File: config.mk
export PLATFORM = sky130hd
export DESIGN_NAME = sfrb_top
export DESIGN_NICKNAME = d
export VERILOG_FILES = /design/src/rtl/sfrb_pkg.sv /design/src/rtl/sfrb_top.sv
export VERILOG_INCLUDE_DIRS = /design/src /design/src/rtl
export SDC_FILE = /design/constraint.sdc
export NUM_CORES = 1
export LEC_CHECK = 0
export ABC_AREA = 1
export BUFFER_PORTS_ARGS = -buffer_cell sky130_fd_sc_hd__clkbuf_2
export CAP_MARGIN = 30
export CORE_MARGIN = 8
export CORE_UTILIZATION = 35
export CTS_CLUSTER_DIAMETER = 100
export DETAILED_ROUTE_END_ITERATION = 10
export HOLD_SLACK_MARGIN = 0.1
export SYNTH_ARGS = -nofsm -noshare
export SYNTH_HDL_FRONTEND = slang
export SYNTH_SLANG_ARGS = --single-unit
File: constraint.sdc
create_clock -name mclk_i -period 1.1 [get_ports mclk_i]
set_clock_uncertainty 0.2 [all_clocks]
set_input_delay 0.165 -clock mclk_i [delete_from_list [all_inputs] [get_ports mclk_i]]
set_output_delay 0.165 -clock mclk_i [all_outputs]
set_load 0.02 [all_outputs]
File: src/rtl/sfrb_defines.svh
`ifndef SFRB_DEFINES_SVH
`define SFRB_DEFINES_SVH

// ----------------------------------------------------------------
// register offsets
// ----------------------------------------------------------------
`define SFRB_ADDR_W          4
`define SFRB_OFS_IRQ_EN_1    4'h0
`define SFRB_OFS_IRQ_EN_2    4'h1
`define SFRB_OFS_FLAGS_1     4'h2
`define SFRB_OFS_FLAGS_2     4'h3
`define SFRB_OFS_MOD_EN_1    4'h4
`define SFRB_OFS_MOD_EN_2    4'h5

// ----------------------------------------------------------------
// field positions
// ----------------------------------------------------------------
`define SFRB_BIT_WDOG        0
`define SFRB_BIT_OSC         1
`define SFRB_BIT_POR         2
`define SFRB_BIT_RST         3
`define SFRB_BIT_NMI         4
`define SFRB_BIT_ACCV        5
`define SFRB_BIT_RX          6
`define SFRB_BIT_TX          7

// ----------------------------------------------------------------
// implemented-bit masks and reset values
// ----------------------------------------------------------------
`define SFRB_IE1_MASK        8'hF3
`define SFRB_INTERRUPT_FLAGS_1_MASK       8'hDF
`define SFRB_ME1_MASK        8'hC0
`define SFRB_IE1_PUC         8'h00
`define SFRB_INTERRUPT_FLAGS_1_PUC_MASK   8'hD2
`define SFRB_INTERRUPT_FLAGS_1_PUC        8'h82
`define SFRB_INTERRUPT_FLAGS_1_POR        8'h86
`define SFRB_ME1_PUC         8'h00

`endif

File: src/rtl/sfrb_pkg.sv
package sfrb_pkg;

    typedef struct packed {
        logic       wr;
        logic       rd;
        logic [3:0] addr;
        logic [7:0] wdata;
    } sfrb_bus_req_t;

    typedef struct packed {
        logic wdog_overflow;
        logic key_violation;
        logic osc_fault;
        logic pin_reset;
        logic pin_nmi;
        logic serial_rx;
        logic serial_tx;
    } sfrb_events_t;

    typedef struct packed {
        logic watchdog;
        logic osc_fault;
        logic pin_nmi;
        logic flash_violation;
        logic serial_rx;
        logic serial_tx;
    } sfrb_irq_t;

endpackage

File: src/rtl/sfrb_top.sv
`timescale 1ns/1ps
`include "sfrb_defines.svh"

module sfrb_top (
    input  wire logic                    mclk_i,
    input  wire logic                    rst_n_i,
    input  wire logic                    power_up_clear_i,
    input  wire sfrb_pkg::sfrb_bus_req_t bus_i,
    input  wire sfrb_pkg::sfrb_events_t  evt_i,
    input  wire logic                    flash_violation_i,
    input  wire logic                    wdog_interval_mode_i,
    input  wire logic                    gie_i,
    output      logic [7:0]              rdata_o,
    output      sfrb_pkg::sfrb_irq_t     irq_o,
    output      logic                    nmi_req_o,
    output      logic                    async_tx_enable_o,
    output      logic                    async_rx_enable_o
);

    // ----------------------------------------------------------------
    // storage
    // ----------------------------------------------------------------
    // each register is a full 8-bit flop; writes mask it to the implemented bits
    logic [7:0] irq_en;
    logic [7:0] flags;
    logic [7:0] mod_en;
    logic [7:0] next_irq_en;
    logic [7:0] next_flags;
    logic [7:0] next_mod_en;
    logic [7:0] next_rdata;
    sfrb_pkg::sfrb_irq_t next_irq;
    logic       next_nmi_req;

    function automatic logic hit(input logic [3:0] a, input logic [3:0] ofs);
        hit = (a == ofs);
    endfunction

    // ----------------------------------------------------------------
    // next register values
    // ----------------------------------------------------------------
    always_comb begin
        logic [7:0] set_v;
        set_v = 8'h00;
        next_irq_en = irq_en;
        next_flags  = flags;
        next_mod_en = mod_en;
        if (bus_i.wr && hit(bus_i.addr, `SFRB_OFS_IRQ_EN_1)) begin
            next_irq_en = bus_i.wdata & `SFRB_IE1_MASK;
        end
        if (bus_i.wr && hit(bus_i.addr, `SFRB_OFS_FLAGS_1)) begin
            next_flags = bus_i.wdata & `SFRB_INTERRUPT_FLAGS_1_MASK;
        end
        if (bus_i.wr && hit(bus_i.addr, `SFRB_OFS_MOD_EN_1)) begin
            next_mod_en = bus_i.wdata & `SFRB_ME1_MASK;
        end
        // writes to 01h, 03h, 05h fall through with no storage
        set_v[`SFRB_BIT_WDOG] = evt_i.wdog_overflow | evt_i.key_violation;
        set_v[`SFRB_BIT_OSC]  = evt_i.osc_fault;
        set_v[`SFRB_BIT_RST]  = evt_i.pin_reset;
        set_v[`SFRB_BIT_NMI]  = evt_i.pin_nmi;
        set_v[`SFRB_BIT_RX]   = evt_i.serial_rx;
        set_v[`SFRB_BIT_TX]   = evt_i.serial_tx;
        // pin reset clears the watchdog flag; a new watchdog event still wins
        if (evt_i.pin_reset) begin
            next_flags[`SFRB_BIT_WDOG] = 1'b0;
        end
        // hardware set wins over a software clear in the same cycle
        next_flags = next_flags | set_v;
        // power-up clear: puc bits take defaults, por bits are untouched
        if (power_up_clear_i) begin
            next_irq_en = `SFRB_IE1_PUC;
            next_mod_en = `SFRB_ME1_PUC;
            next_flags  = (next_flags & ~`SFRB_INTERRUPT_FLAGS_1_PUC_MASK) | `SFRB_INTERRUPT_FLAGS_1_PUC;
        end
    end

    // ----------------------------------------------------------------
    // read data and requests
    // ----------------------------------------------------------------
    always_comb begin
        next_rdata = 8'h00;
        if (bus_i.rd) begin
            case (bus_i.addr)
                `SFRB_OFS_IRQ_EN_1: next_rdata = irq_en & `SFRB_IE1_MASK;
                `SFRB_OFS_FLAGS_1:  next_rdata = flags & `SFRB_INTERRUPT_FLAGS_1_MASK;
                `SFRB_OFS_MOD_EN_1: next_rdata = mod_en & `SFRB_ME1_MASK;
                default:            next_rdata = 8'h00;
            endcase
        end
        // watchdog enable is dead in watchdog mode
        next_irq.watchdog = flags[`SFRB_BIT_WDOG] & irq_en[`SFRB_BIT_WDOG]
                          & wdog_interval_mode_i & gie_i;
        next_irq.osc_fault = flags[`SFRB_BIT_OSC] & irq_en[`SFRB_BIT_OSC];
        next_irq.pin_nmi = flags[`SFRB_BIT_NMI] & irq_en[`SFRB_BIT_NMI];
        next_irq.flash_violation = flash_violation_i & irq_en[`SFRB_BIT_ACCV];
        next_irq.serial_rx = flags[`SFRB_BIT_RX] & irq_en[`SFRB_BIT_RX] & gie_i;
        next_irq.serial_tx = flags[`SFRB_BIT_TX] & irq_en[`SFRB_BIT_TX] & gie_i;
        // gie deliberately not in this term: these sources ignore it
        next_nmi_req = next_irq.osc_fault | next_irq.pin_nmi | next_irq.flash_violation;
        if (power_up_clear_i) begin
            next_irq = '0;
            next_nmi_req = 1'b0;
        end
    end

    // ----------------------------------------------------------------
    // registers
    // ----------------------------------------------------------------
    // rst_n_i is the power-on reset: por bits load here only
    always_ff @(posedge mclk_i or negedge rst_n_i) begin
        if (!rst_n_i) begin
            irq_en   <= `SFRB_IE1_PUC;
            flags    <= `SFRB_INTERRUPT_FLAGS_1_POR;
            mod_en   <= `SFRB_ME1_PUC;
            rdata_o  <= 8'h00;
            irq_o    <= '0;
            nmi_req_o <= 1'b0;
            async_tx_enable_o <= 1'b0;
            async_rx_enable_o <= 1'b0;
        end else begin
            irq_en   <= next_irq_en;
            flags    <= next_flags;
            mod_en   <= next_mod_en;
            rdata_o  <= next_rdata;
            irq_o    <= next_irq;
            nmi_req_o <= next_nmi_req;
            async_tx_enable_o <= next_mod_en[`SFRB_BIT_TX];
            async_rx_enable_o <= next_mod_en[`SFRB_BIT_RX];
        end
    end

endmodule

== After elaboration in Yosys (flattened, before gate mapping) ==
Index checks and enable logic that the tools add are counted.
Word-level totals
  bits in registers: 35
  bits of input ports: 27
  word-level logic and storage cells: 45
  output and inout bits: 17
Operators by class
  bitwise logic cells: 14
  mux-type cells: 11
  equal/unequal tests: 2
  reductions and logical operators: 5
Operators with widths (count)
  $mux W8: 7
  $pmux W8 S3: 1
  $and A1 B1 Y1: 10
  $or A8 B8 Y8: 1
  $mux W6: 1
  $eq A4 B2 Y1 const B: 1
  $eq A4 B3 Y1 const B: 1
  $logic_not A4 Y1: 1
  $logic_and A1 B1 Y1: 3
  $or A1 B1 Y1: 3
  $mux W1: 2
  $reduce_bool A2 Y1: 1

== Longest topological paths before layout ==
Gate-level depths: netlist (run 1).
  depth after elaboration: 6
  mapped depth: 7
  mapped depth without buffers: 7

== Least setup slack after synthesis (run 1) ==
Ideal clock, no wire load.
  kind: input-to-reg
  from: in bus_i[11] in the netlist's numbering
  to: reg irq_en[0]
  buffers on the path: 0
  setup time: 0.117 ns
  required time: 0.783 ns
  arrival time: 0.704 ns
  setup slack: 0.079 ns
  cell stages on the path: 6
  cell sequence: nor2_8 nand2_4 nor2_8 inv_4 nand3_1 nand2_1
Between the ends
  cells in the longest elaborated chain, start to end: 3
RTL lines
  from (decl): line sfrb_top.sv:8  | input wire sfrb_pkg::sfrb_bus_req_t bus_i,
  $logic_not A4 Y1: line sfrb_top.sv:35  | hit = (a == ofs);
  $logic_and A1 B1 Y1: line sfrb_top.sv:47  | if (bus_i.wr && hit(bus_i.addr, `SFRB_OFS_IRQ_EN_1)) begin
  $reduce_bool A2 Y1 (no source line)
  to (signal assigned): line sfrb_top.sv:112  | irq_en <= `SFRB_IE1_PUC;
  to (signal assigned): line sfrb_top.sv:121  | irq_en <= next_irq_en;
  to (decl): line sfrb_top.sv:24  | logic [7:0] irq_en;
No other way between the ends.
A chain may end at the register's enable or synchronous reset.

== Final worst setup path (run 1) ==
  from: in bus_i[12] in the netlist's numbering
  to: reg rdata_o[3]
Between the ends
  cells in the longest elaborated chain, start to end: 1
RTL lines
  $mux W8: line sfrb_top.sv:82  | if (bus_i.rd) begin
  named net next_rdata[3]: line sfrb_top.sv:30  | logic [7:0] next_rdata;
  to (signal assigned): line sfrb_top.sv:124  | rdata_o <= next_rdata;
  to (decl): line sfrb_top.sv:13  | output logic [7:0] rdata_o,
The timed path passes the listed nets, and every way through them passes these cells.

==> metrics, run 1 <==
status=finished with violations; failing checks=hold timing, setup timing; met2 wire length=1540 um; Ports=44; Yosys reg bits=30; RSZ-0062 raised after global routing=yes; Post-Synth XOR/XNOR Area=0%; fin nets=~250; Wirelength per Cell=roughly 12 um; sequential cell area=754 um^2; metal1 wirelength=1520 um; synth warn=0; fraction of the mapped netlist area in adder cells=0%; cells after synthesis=about 140; P&R area growth vs syn=56.8%; Ant. Diodes=0; worst path arrival time=1.20 ns; initial antenna violation count=0; Slew HR=86.6%; Die Wd=around 80 um; Post-Route WL=between 3000 and 4000 um; layout cells sized above 1=between 30 and 40%; prevailing post-synth register cell=dfrtp_1; first-pass GRT wire length=~5700 um; library cells used by synthesis=24; area of the multi-input gates=508 um^2; post-layout util=approximately 57%; GRT Total Usage=between 10% and 20%; via count=1194; Remaining DRCs=0; fmax=slightly above 800 MHz; Synth Area in Compound Gates=approximately 4.3%; Filler cells=between 300 and 400; synthesized net count=170; Setup WS post-layout=-0.105 ns; Slew Limit Fails=0; clk slew on worst S/H paths=~0.07 ns; placed instance area=1690 um^2; Top Metal Used=met4; Starting Density=36.6%; Skew-Pair Late Insertion Delay=0.28 ns; largest net degree at the start of global routing=31; Final Hold Fails=1; CTS max path bufs=2; Final setup violation count=25; Max VDD drop=0.666 mV; DR WL met3=245 um; clk root buf=clkbuf_8; TritonCTS clock tree=built; hold slack final=-0.0250 ns; Post-Layout Cell Count=270; crit path max fanout=5; total gr overflow=0; Cell Pwr Density=1120 nW/um^2; period utilization=110%; reg2reg path depth=5; DP HPWL=2580 um; GPL Wtd Cong=roughly 0.84; Post-synth EDFFs=0; CTS buffer count=5; IO Port Bufs=43; worst hold path class=in -> reg; core area=~3700 um^2; MaxCap Viol Count=0; Die Area=6060 um^2; Initial DRC Count=50; cell row count=22; Sum Neg Setup Slack=-1.13 ns; leakage dissipation=1.11 nW; min cycle time layout=1.21 ns; Final Power=2.35 mW; Vias/cell=4.42; Worst-Margin Slew=0.200 ns; die height=77.8 um; Crit Path Category=in -> reg; Final ANT Viol Nets=0; mux contribution to synthesized area=0%; hold depth=3; syn avg cell area=9.36 um^2; Simple-Gate Fraction of Synth Area=between 30 and 40%; sequential area share after synthesis=56.4%; dpl cells=~240; vias in the first global route=~1300; Mapped Area=1340 um^2; drt pass-1 iters=4; clk sinks=30; Critical Path RT=1.10 ns; post-synthesis async set-or-reset flop share=100%; final instance area=2100 um^2; Critical Path End Type=flop; Worst setup SP type=input pin; H-tree levels=2; Post-Place Worst Slack=-0.105 ns; largest family of logic cells by synthesized area=simple AND/OR/NAND/NOR gates
-- cell type report --
class,count,area share [%]
inverter,19,3.52
tap,48,2.86
sequential,30,35.9
timing repair buffer,72,29.0
clock buffer,6,3.93
multi-input combinational,93,24.2
clock inverter,2,0.596
-- routing by layer --
metal	track usage [%]	vias up
li1	-	621
met3	5.53	6
met4	3.96	0
met5	0	-
met1	14.0	529
met2	18.1	38
-- report_power, final --
part | switching [mW] | total [mW] | leakage, nW | internal, mW
logic | 0.153 | 0.299 | 0.669 | 0.146
clock network | 0.398 | 0.899 | 0.0472 | 0.501
registers | 0.0161 | 1.15 | 0.395 | 1.14
-- critical path: stages --
cell,delay (ns)
clkbuf_2,0.08
dlygate4sd3_1,0.65
inv_2,0.10
nor3b_1,0.20
-- Yosys cell counts (2+ instances only) --
cell type / count / share of area (%)
nand2_1: 34 / 9.5
nand3_1: 24 / 9.0
o21ai_0: 2 / 0.75
nor2_1: 9 / 2.5
dfrtp_1: 27 / 50
inv_2: 4 / 1.1
a21oi_1: 5 / 1.9
inv_1: 14 / 3.9
nor2_8: 3 / 4.5
nand4_1: 5 / 2.3
dfstp_2: 3 / 5.9
-- flip-flops by register name, indices dropped and copies added (netlist names) --
| signal | count |
|---|---|
| mod_en | 2 |
| flags | 7 |
| nmi_req_o | 1 |
| rdata_o | 8 |
| irq_en | 6 |
| irq_o | 6 |
-- cells in the final DEF, fill, tap and decap left out, drive strengths merged --
cell type,Yosys,layout
nor3b,1,1
o21ai,3,3
nand3,26,26
a31oi,1,1
or2,1,1
nor2,13,13
nor3,1,1
nand2,36,36
dfstp,3,3
clkbuf,0,33
dfrtp,27,27
clkinv,0,1
inv,19,19
a21oi,5,5
dlygate4sd3,0,18
clkinvlp,0,1
o21bai,1,1
nand4,5,5
buf,1,27
-- final timing paths --
check                           slack (ns)                  start                   end
worst max-delay path                 -0.11              bus_i[12]  rdata_o[3]$_DFF_PN0_
worst min-delay path                 -0.03               evt_i[6]    flags[0]$_DFF_PN0_
worst max register to register       -0.01  mod_en[7]$_DFFE_PN0P_  rdata_o[7]$_DFF_PN0_
worst min register to register        0.29   flags[2]$_DFFE_PN1N_  rdata_o[2]$_DFF_PN0_
max in group asynchronous             0.30                rst_n_i    flags[7]$_DFF_PN1_
min in group asynchronous             0.17                rst_n_i    flags[3]$_DFF_PN0_
-- repair_timing --
action	in CTS	in global routing
setup endpoints to repair	17	33
hold buffers	19	3
pin swaps	0	4
buffers inserted	2	1
endpoints found under the hold margin	60	19
gates resized for setup	4	48
-- cells by family after synthesis --
logic type / after synthesis
simple gates: 83
flops: 30
buf+inv: 20
compound gates: 10
No activity file was read; power rests on OpenSTA's default activity.
==> run 2, diff against run 1 <==
--- a/config.mk
+++ b/config.mk
@@ -14,6 +14,7 @@
 export CTS_CLUSTER_DIAMETER = 100
 export DETAILED_ROUTE_END_ITERATION = 10
 export HOLD_SLACK_MARGIN = 0.1
+export RECOVER_POWER = 100
 export SYNTH_ARGS = -nofsm -noshare
 export SYNTH_HDL_FRONTEND = slang
 export SYNTH_SLANG_ARGS = --single-unit
==> metrics, run 2 (synthesis gave the netlist of run 1 again) <==
Post-Route WL=3360 um (was 3350 um); period utilization=109% (was 110%); Worst-Margin Slew=0.398 ns (was 0.200 ns); Critical Path End Type=flop (unchanged); largest net degree at the start of global routing=31 (unchanged); crit-path cells=clkbuf_2 -> dlygate4sd3_1 -> inv_2 -> nor3b_1 (unchanged); Setup WS post-layout=-0.104 ns (was -0.105 ns); core area=3660 um^2 (unchanged); H-tree levels=2 (unchanged); fin nets=248 (unchanged); Final Power=2.34 mW (was 2.35 mW); final instance area=2080 um^2 (was 2100 um^2); area of the multi-input gates=504 um^2 (was 508 um^2); most common cell after layout, fill and taps aside=nand2_1 (unchanged); failing checks=hold timing, setup timing (unchanged); clk sinks=30 (unchanged); Max VDD drop=0.669 mV (was 0.666 mV); Top Registers=rdata_o: 8 flops, flags: 7 flops (unchanged); drt pass-1 iters=4 (unchanged); fmax=831 MHz (was 830 MHz); slowest stage delay, CP=0.65 ns (about the same); cell row count=22 (unchanged); Slowest cell on crit path=dlygate4sd3_1 (unchanged); Die Wd=77.8 um (unchanged); Filler cells=322 (was 319); Crit Path Category=in -> reg (unchanged); vias in the first global route=1266 (unchanged); initial antenna violation count=0 (unchanged); hold slack final=-0.0250 ns (about the same); GPL Wtd Cong=0.837 (unchanged); DP HPWL=2580 um (unchanged); status=finished with violations (unchanged); leakage dissipation=1.10 nW (was 1.11 nW); most frequent cells in the layout=34 x nand2_1, 27 x dfrtp_1, 24 x nand3_1 (was 34 x nand2_1, 27 x dfrtp_1, 25 x clkbuf_2); RSZ-0062 raised after global routing=yes (unchanged); Reg with most FFs=rdata_o (unchanged); Starting Density=36.6% (unchanged); CTS max path bufs=2 (unchanged); first-pass GRT wire length=5690 um (unchanged); Ant. Diodes=0 (unchanged); WP buf/inv=3 (unchanged); Critical Path RT=1.10 ns (about the same); Final ANT Viol Nets=0 (unchanged); Worst setup SP type=input pin (unchanged); Final Hold Fails=1 (unchanged); TritonCTS clock tree=built (unchanged); Die Area=6060 um^2 (unchanged); Ports=44 (unchanged); layout cells sized above 1=34.7% (was 36.9%); clk root buf=clkbuf_8 (unchanged); GRT Total Usage=11.7% (unchanged); via count=1192 (was 1194); Post-Place Worst Slack=-0.105 ns (unchanged); Slew Limit Fails=0 (unchanged); CTS buffer count=5 (unchanged); P&R area growth vs syn=55.3% (was 56.8%); MaxCap Viol Count=0 (unchanged); Initial DRC Count=55 (was 50); number of flip-flops in the largest register=8 (unchanged); sequential cell area=754 um^2 (unchanged); placed instance area=1690 um^2 (unchanged); CP top delay family=buffers and inverters (unchanged); Wirelength per Cell=12.4 um (about the same); min cycle time layout=1.20 ns (was 1.21 ns); Remaining DRCs=0 (unchanged); IO Port Bufs=43 (unchanged); total gr overflow=0 (unchanged); Slew HR=73.5% (was 86.6%); die height=77.8 um (unchanged); Vias/cell=4.41 (was 4.42); crit path max fanout=5 (unchanged); worst path arrival time=1.20 ns (about the same); clk slew on worst S/H paths=0.07 ns (about the same); Final setup violation count=25 (unchanged); Cell Pwr Density=1130 nW/um^2 (was 1120 nW/um^2); Skew-Pair Late Insertion Delay=0.28 ns (about the same); worst hold path class=in -> reg (unchanged)
-- run 2: final cells by class --
class / count / area share [%]
Sequential cell: 30 / 36.3
Timing Repair Buffer: 72 / 28.5
Multi-Input combinational cell: 93 / 24.2
Clock buffer: 6 / 3.97
Inverter: 19 / 3.55
Tap cell: 48 / 2.89
Clock inverter: 2 / 0.602
-- run 2: path summary, 6_finish.rpt --
path                                         to  cells past startpoint                   from  slack (ns)
min in group asynchronous    flags[3]$_DFF_PN0_                      3                rst_n_i        0.26
max                        rdata_o[3]$_DFF_PN0_                      4              bus_i[12]       -0.10
max reg2reg                rdata_o[7]$_DFF_PN0_                      5  mod_en[7]$_DFFE_PN0P_           0
min                          flags[0]$_DFF_PN0_                      3               evt_i[6]       -0.02
min reg2reg                rdata_o[2]$_DFF_PN0_                      2   flags[2]$_DFFE_PN1N_        0.29
max in group asynchronous    flags[7]$_DFF_PN1_                      3                rst_n_i        0.12
-- run 2: per-layer routing --
metal / share of wire [%] / up-vias / GRT usage (%)
li1: - / 617 / -
met5: 0 / - / 0
met1: 46 / 529 / 14.0
met4: 1.2 / 0 / 3.96
met2: 46 / 40 / 18.1
met3: 7.1 / 6 / 5.53
-- run 2: report_power, final --
group | switching, mW | leakage [nW] | internal (mW)
sequential | 0.0159 | 0.394 | 1.14
clock | 0.399 | 0.0472 | 0.501
combinational | 0.152 | 0.654 | 0.139
-- run 2: stage by stage --
step	TNS (ns)	hold WS, ns	util [%]	std cells
final	-1.13	-0.0250	56.8	270
after global routing	-1.91	-0.0249	56.8	270
after floorplan	0	-0.331	-	143
after detailed placement	-1.34	-0.0695	46.1	242
after global placement	-0.864	-0.0753	46.1	242
after CTS	-1.47	-0.0255	54.8	271
-- run 2: tightest hold or removal path: stages --
cell and delay [ns]:
clkbuf_2 0.07, or2_2 0.08, o21bai_1 0.10
-- run 2: repair_timing --
item                                    in CTS  in global routing
endpoints found under the setup margin      17                 33
resized for setup                            4                 48
hold endpoints to repair                    60                 19
pin swaps                                    0                  4
buffers inserted                             2                  1
hold buffers                                19                  3
==> run 3, diff against run 2 <==
--- a/config.mk
+++ b/config.mk
@@ -18,3 +18,4 @@
 export SYNTH_ARGS = -nofsm -noshare
 export SYNTH_HDL_FRONTEND = slang
 export SYNTH_SLANG_ARGS = --single-unit
+export TNS_END_PERCENT = 5
==> metrics, run 3 (synthesis gave the netlist of run 1 again) <==
largest net degree at the start of global routing=31 (unchanged); leakage dissipation=1.10 nW (about the same); drt pass-1 iters=4 (unchanged); Worst setup SP type=flop (was input pin); CTS max path bufs=2 (unchanged); DP HPWL=2580 um (unchanged); IO Port Bufs=43 (unchanged); crit path max fanout=2 (was 5); vias in the first global route=1266 (unchanged); worst hold path class=in -> reg (unchanged); total gr overflow=0 (unchanged); Max VDD drop=0.687 mV (was 0.669 mV); sequential cell area=754 um^2 (unchanged); Final Hold Fails=1 (unchanged); Slew Limit Fails=0 (unchanged); Wirelength per Cell=12.2 um (was 12.4 um); layout cells sized above 1=37.1% (was 34.7%); final instance area=1980 um^2 (was 2080 um^2); Cell Pwr Density=1180 nW/um^2 (was 1130 nW/um^2); Top Registers=rdata_o: 8 flops, flags: 7 flops (unchanged); slowest stage delay, CP=0.40 ns (was 0.65 ns); Starting Density=36.6% (unchanged); GPL Wtd Cong=0.837 (unchanged); Final ANT Viol Nets=0 (unchanged); CTS buffer count=5 (unchanged); GRT Total Usage=11.7% (unchanged); clock share of power=38.6% (was 38.4%); Skew-Pair Late Insertion Delay=0.28 ns (about the same); die height=77.8 um (unchanged); Flop pwr share=49.4% (was 49.2%); most frequent cells in the layout=34 x nand2_1, 29 x clkbuf_2, 27 x dfrtp_1 (was 34 x nand2_1, 27 x dfrtp_1, 24 x nand3_1); crit-path cells=clkbuf_8 (was clkbuf_2 -> dlygate4sd3_1 -> inv_2 -> nor3b_1); clk sinks=30 (unchanged); cell row count=22 (unchanged); RSZ-0062 raised after global routing=yes (unchanged); Setup WS post-layout=-0.0948 ns (was -0.104 ns); H-tree levels=2 (unchanged); clk slew on worst S/H paths=0.06 ns (was 0.07 ns); Vias/cell=4.39 (was 4.41); Initial DRC Count=54 (was 55); Sum Neg Setup Slack=-0.883 ns (was -1.13 ns); P&R area growth vs syn=47.9% (was 55.3%); Filler cells=329 (was 322); period utilization=109% (about the same); combinational share of power=12.1% (was 12.4%); fin nets=250 (was 248); Int Pwr=1.77 mW (was 1.78 mW); MaxCap Viol Count=0 (unchanged); CP top delay family=flip-flops (was buffers and inverters); placed instance area=1690 um^2 (unchanged); Die Wd=77.8 um (unchanged); Crit Path Category=reg -> out (was in -> reg); dpl cells=242 (unchanged); via count=1193 (was 1192); Post-Layout Cell Count=272 (was 270); Ports=44 (unchanged); Post-Route WL=3330 um (was 3360 um); Die Area=6060 um^2 (unchanged); min cycle time layout=1.19 ns (was 1.20 ns); Slowest cell on crit path=dfrtp_1 (was dlygate4sd3_1); failing checks=hold timing, setup timing (unchanged); Slew HR=73.7% (was 73.5%); Critical Path RT=0.73 ns (was 1.10 ns); worst path arrival time=0.83 ns (was 1.20 ns); Ant. Diodes=0 (unchanged); Worst-Margin Slew=0.395 ns (was 0.398 ns); number of flip-flops in the largest register=8 (unchanged); hold slack final=-0.0253 ns (was -0.0250 ns); Final Power=2.33 mW (was 2.34 mW); Reg with most FFs=rdata_o (unchanged); clk root buf=clkbuf_8 (unchanged); area of the multi-input gates=482 um^2 (was 504 um^2); most common cell after layout, fill and taps aside=nand2_1 (unchanged); first-pass GRT wire length=5690 um (unchanged); TritonCTS clock tree=built (unchanged); Net Sw Frac=23.9% (was 24.2%); core area=3660 um^2 (unchanged); Final setup violation count=18 (was 25); Critical Path End Type=primary output (was flop); initial antenna violation count=0 (unchanged); Remaining DRCs=0 (unchanged); status=finished with violations (unchanged); WP buf/inv=1 (was 3); fmax=837 MHz (was 831 MHz); NetSw=0.558 mW (was 0.567 mW)
==> run 3: area by class of cell <==
| type | count | area share [%] |
|---|---|---|
| flip-flops and latches | 30 | 38.1 |
| repair buffers | 74 | 26.0 |
| multi-input cells | 93 | 24.3 |
| clock buffers | 6 | 4.17 |
| inverters | 19 | 3.73 |
| well taps | 48 | 3.03 |
| clock inverters | 2 | 0.632 |
==> run 3: layer usage <==
layer | part of all wire (%) | track usage, % | wire (um) | up-vias
li1 | - | - | - | 623
met4 | 1.2 | 3.96 | 41 | 0
met3 | 7.2 | 5.53 | 239 | 6
met5 | 0 | 0 | 0 | -
met2 | 45 | 18.1 | 1500 | 36
met1 | 46 | 14.0 | 1550 | 528
==> run 3: final timing paths <==
kind / start / to / slack, ns / cells past startpoint
setup / recovery: mod_en[7]$_DFFE_PN0P_ / async_tx_enable_o / -0.09 / 1
hold / removal: evt_i[6] / flags[0]$_DFF_PN0_ / -0.03 / 3
setup reg to reg: mod_en[7]$_DFFE_PN0P_ / rdata_o[7]$_DFF_PN0_ / 0 / 5
hold reg to reg: flags[2]$_DFFE_PN1N_ / rdata_o[2]$_DFF_PN0_ / 0.29 / 2
max in group asynchronous: rst_n_i / flags[7]$_DFF_PN1_ / 0.12 / 3
min in group asynchronous: rst_n_i / flags[3]$_DFF_PN0_ / 0.26 / 3
==> run 3: per-stage QoR <==
step / setup WS (ns) / util (%)
after floorplan: 0.0790 / -
after global placement: -0.0761 / 46.1
after detailed placement: -0.105 / 46.1
after CTS: -0.109 / 54.8
after global routing: -0.132 / 54.1
final: -0.0948 / 54.1
==> run 3: what timing repair did <==
item	in CTS	in global routing
hold endpoints to repair	60	8
setup endpoints to repair	17	33
setup buffers	2	0
pin swaps	0	3
hold buffers	19	1
gates resized for setup	4	25
==> run 3: power by group through the flow <==
stage,Combinational (mW),Sequential (mW),Clock [mW]
finish,0.281,1.15,0.898
global placement,0.239,1.17,0
floorplan,0.0926,1.17,0
global route,0.310,1.15,0.988
CTS,0.298,1.15,0.940
detailed placement,0.243,1.17,0
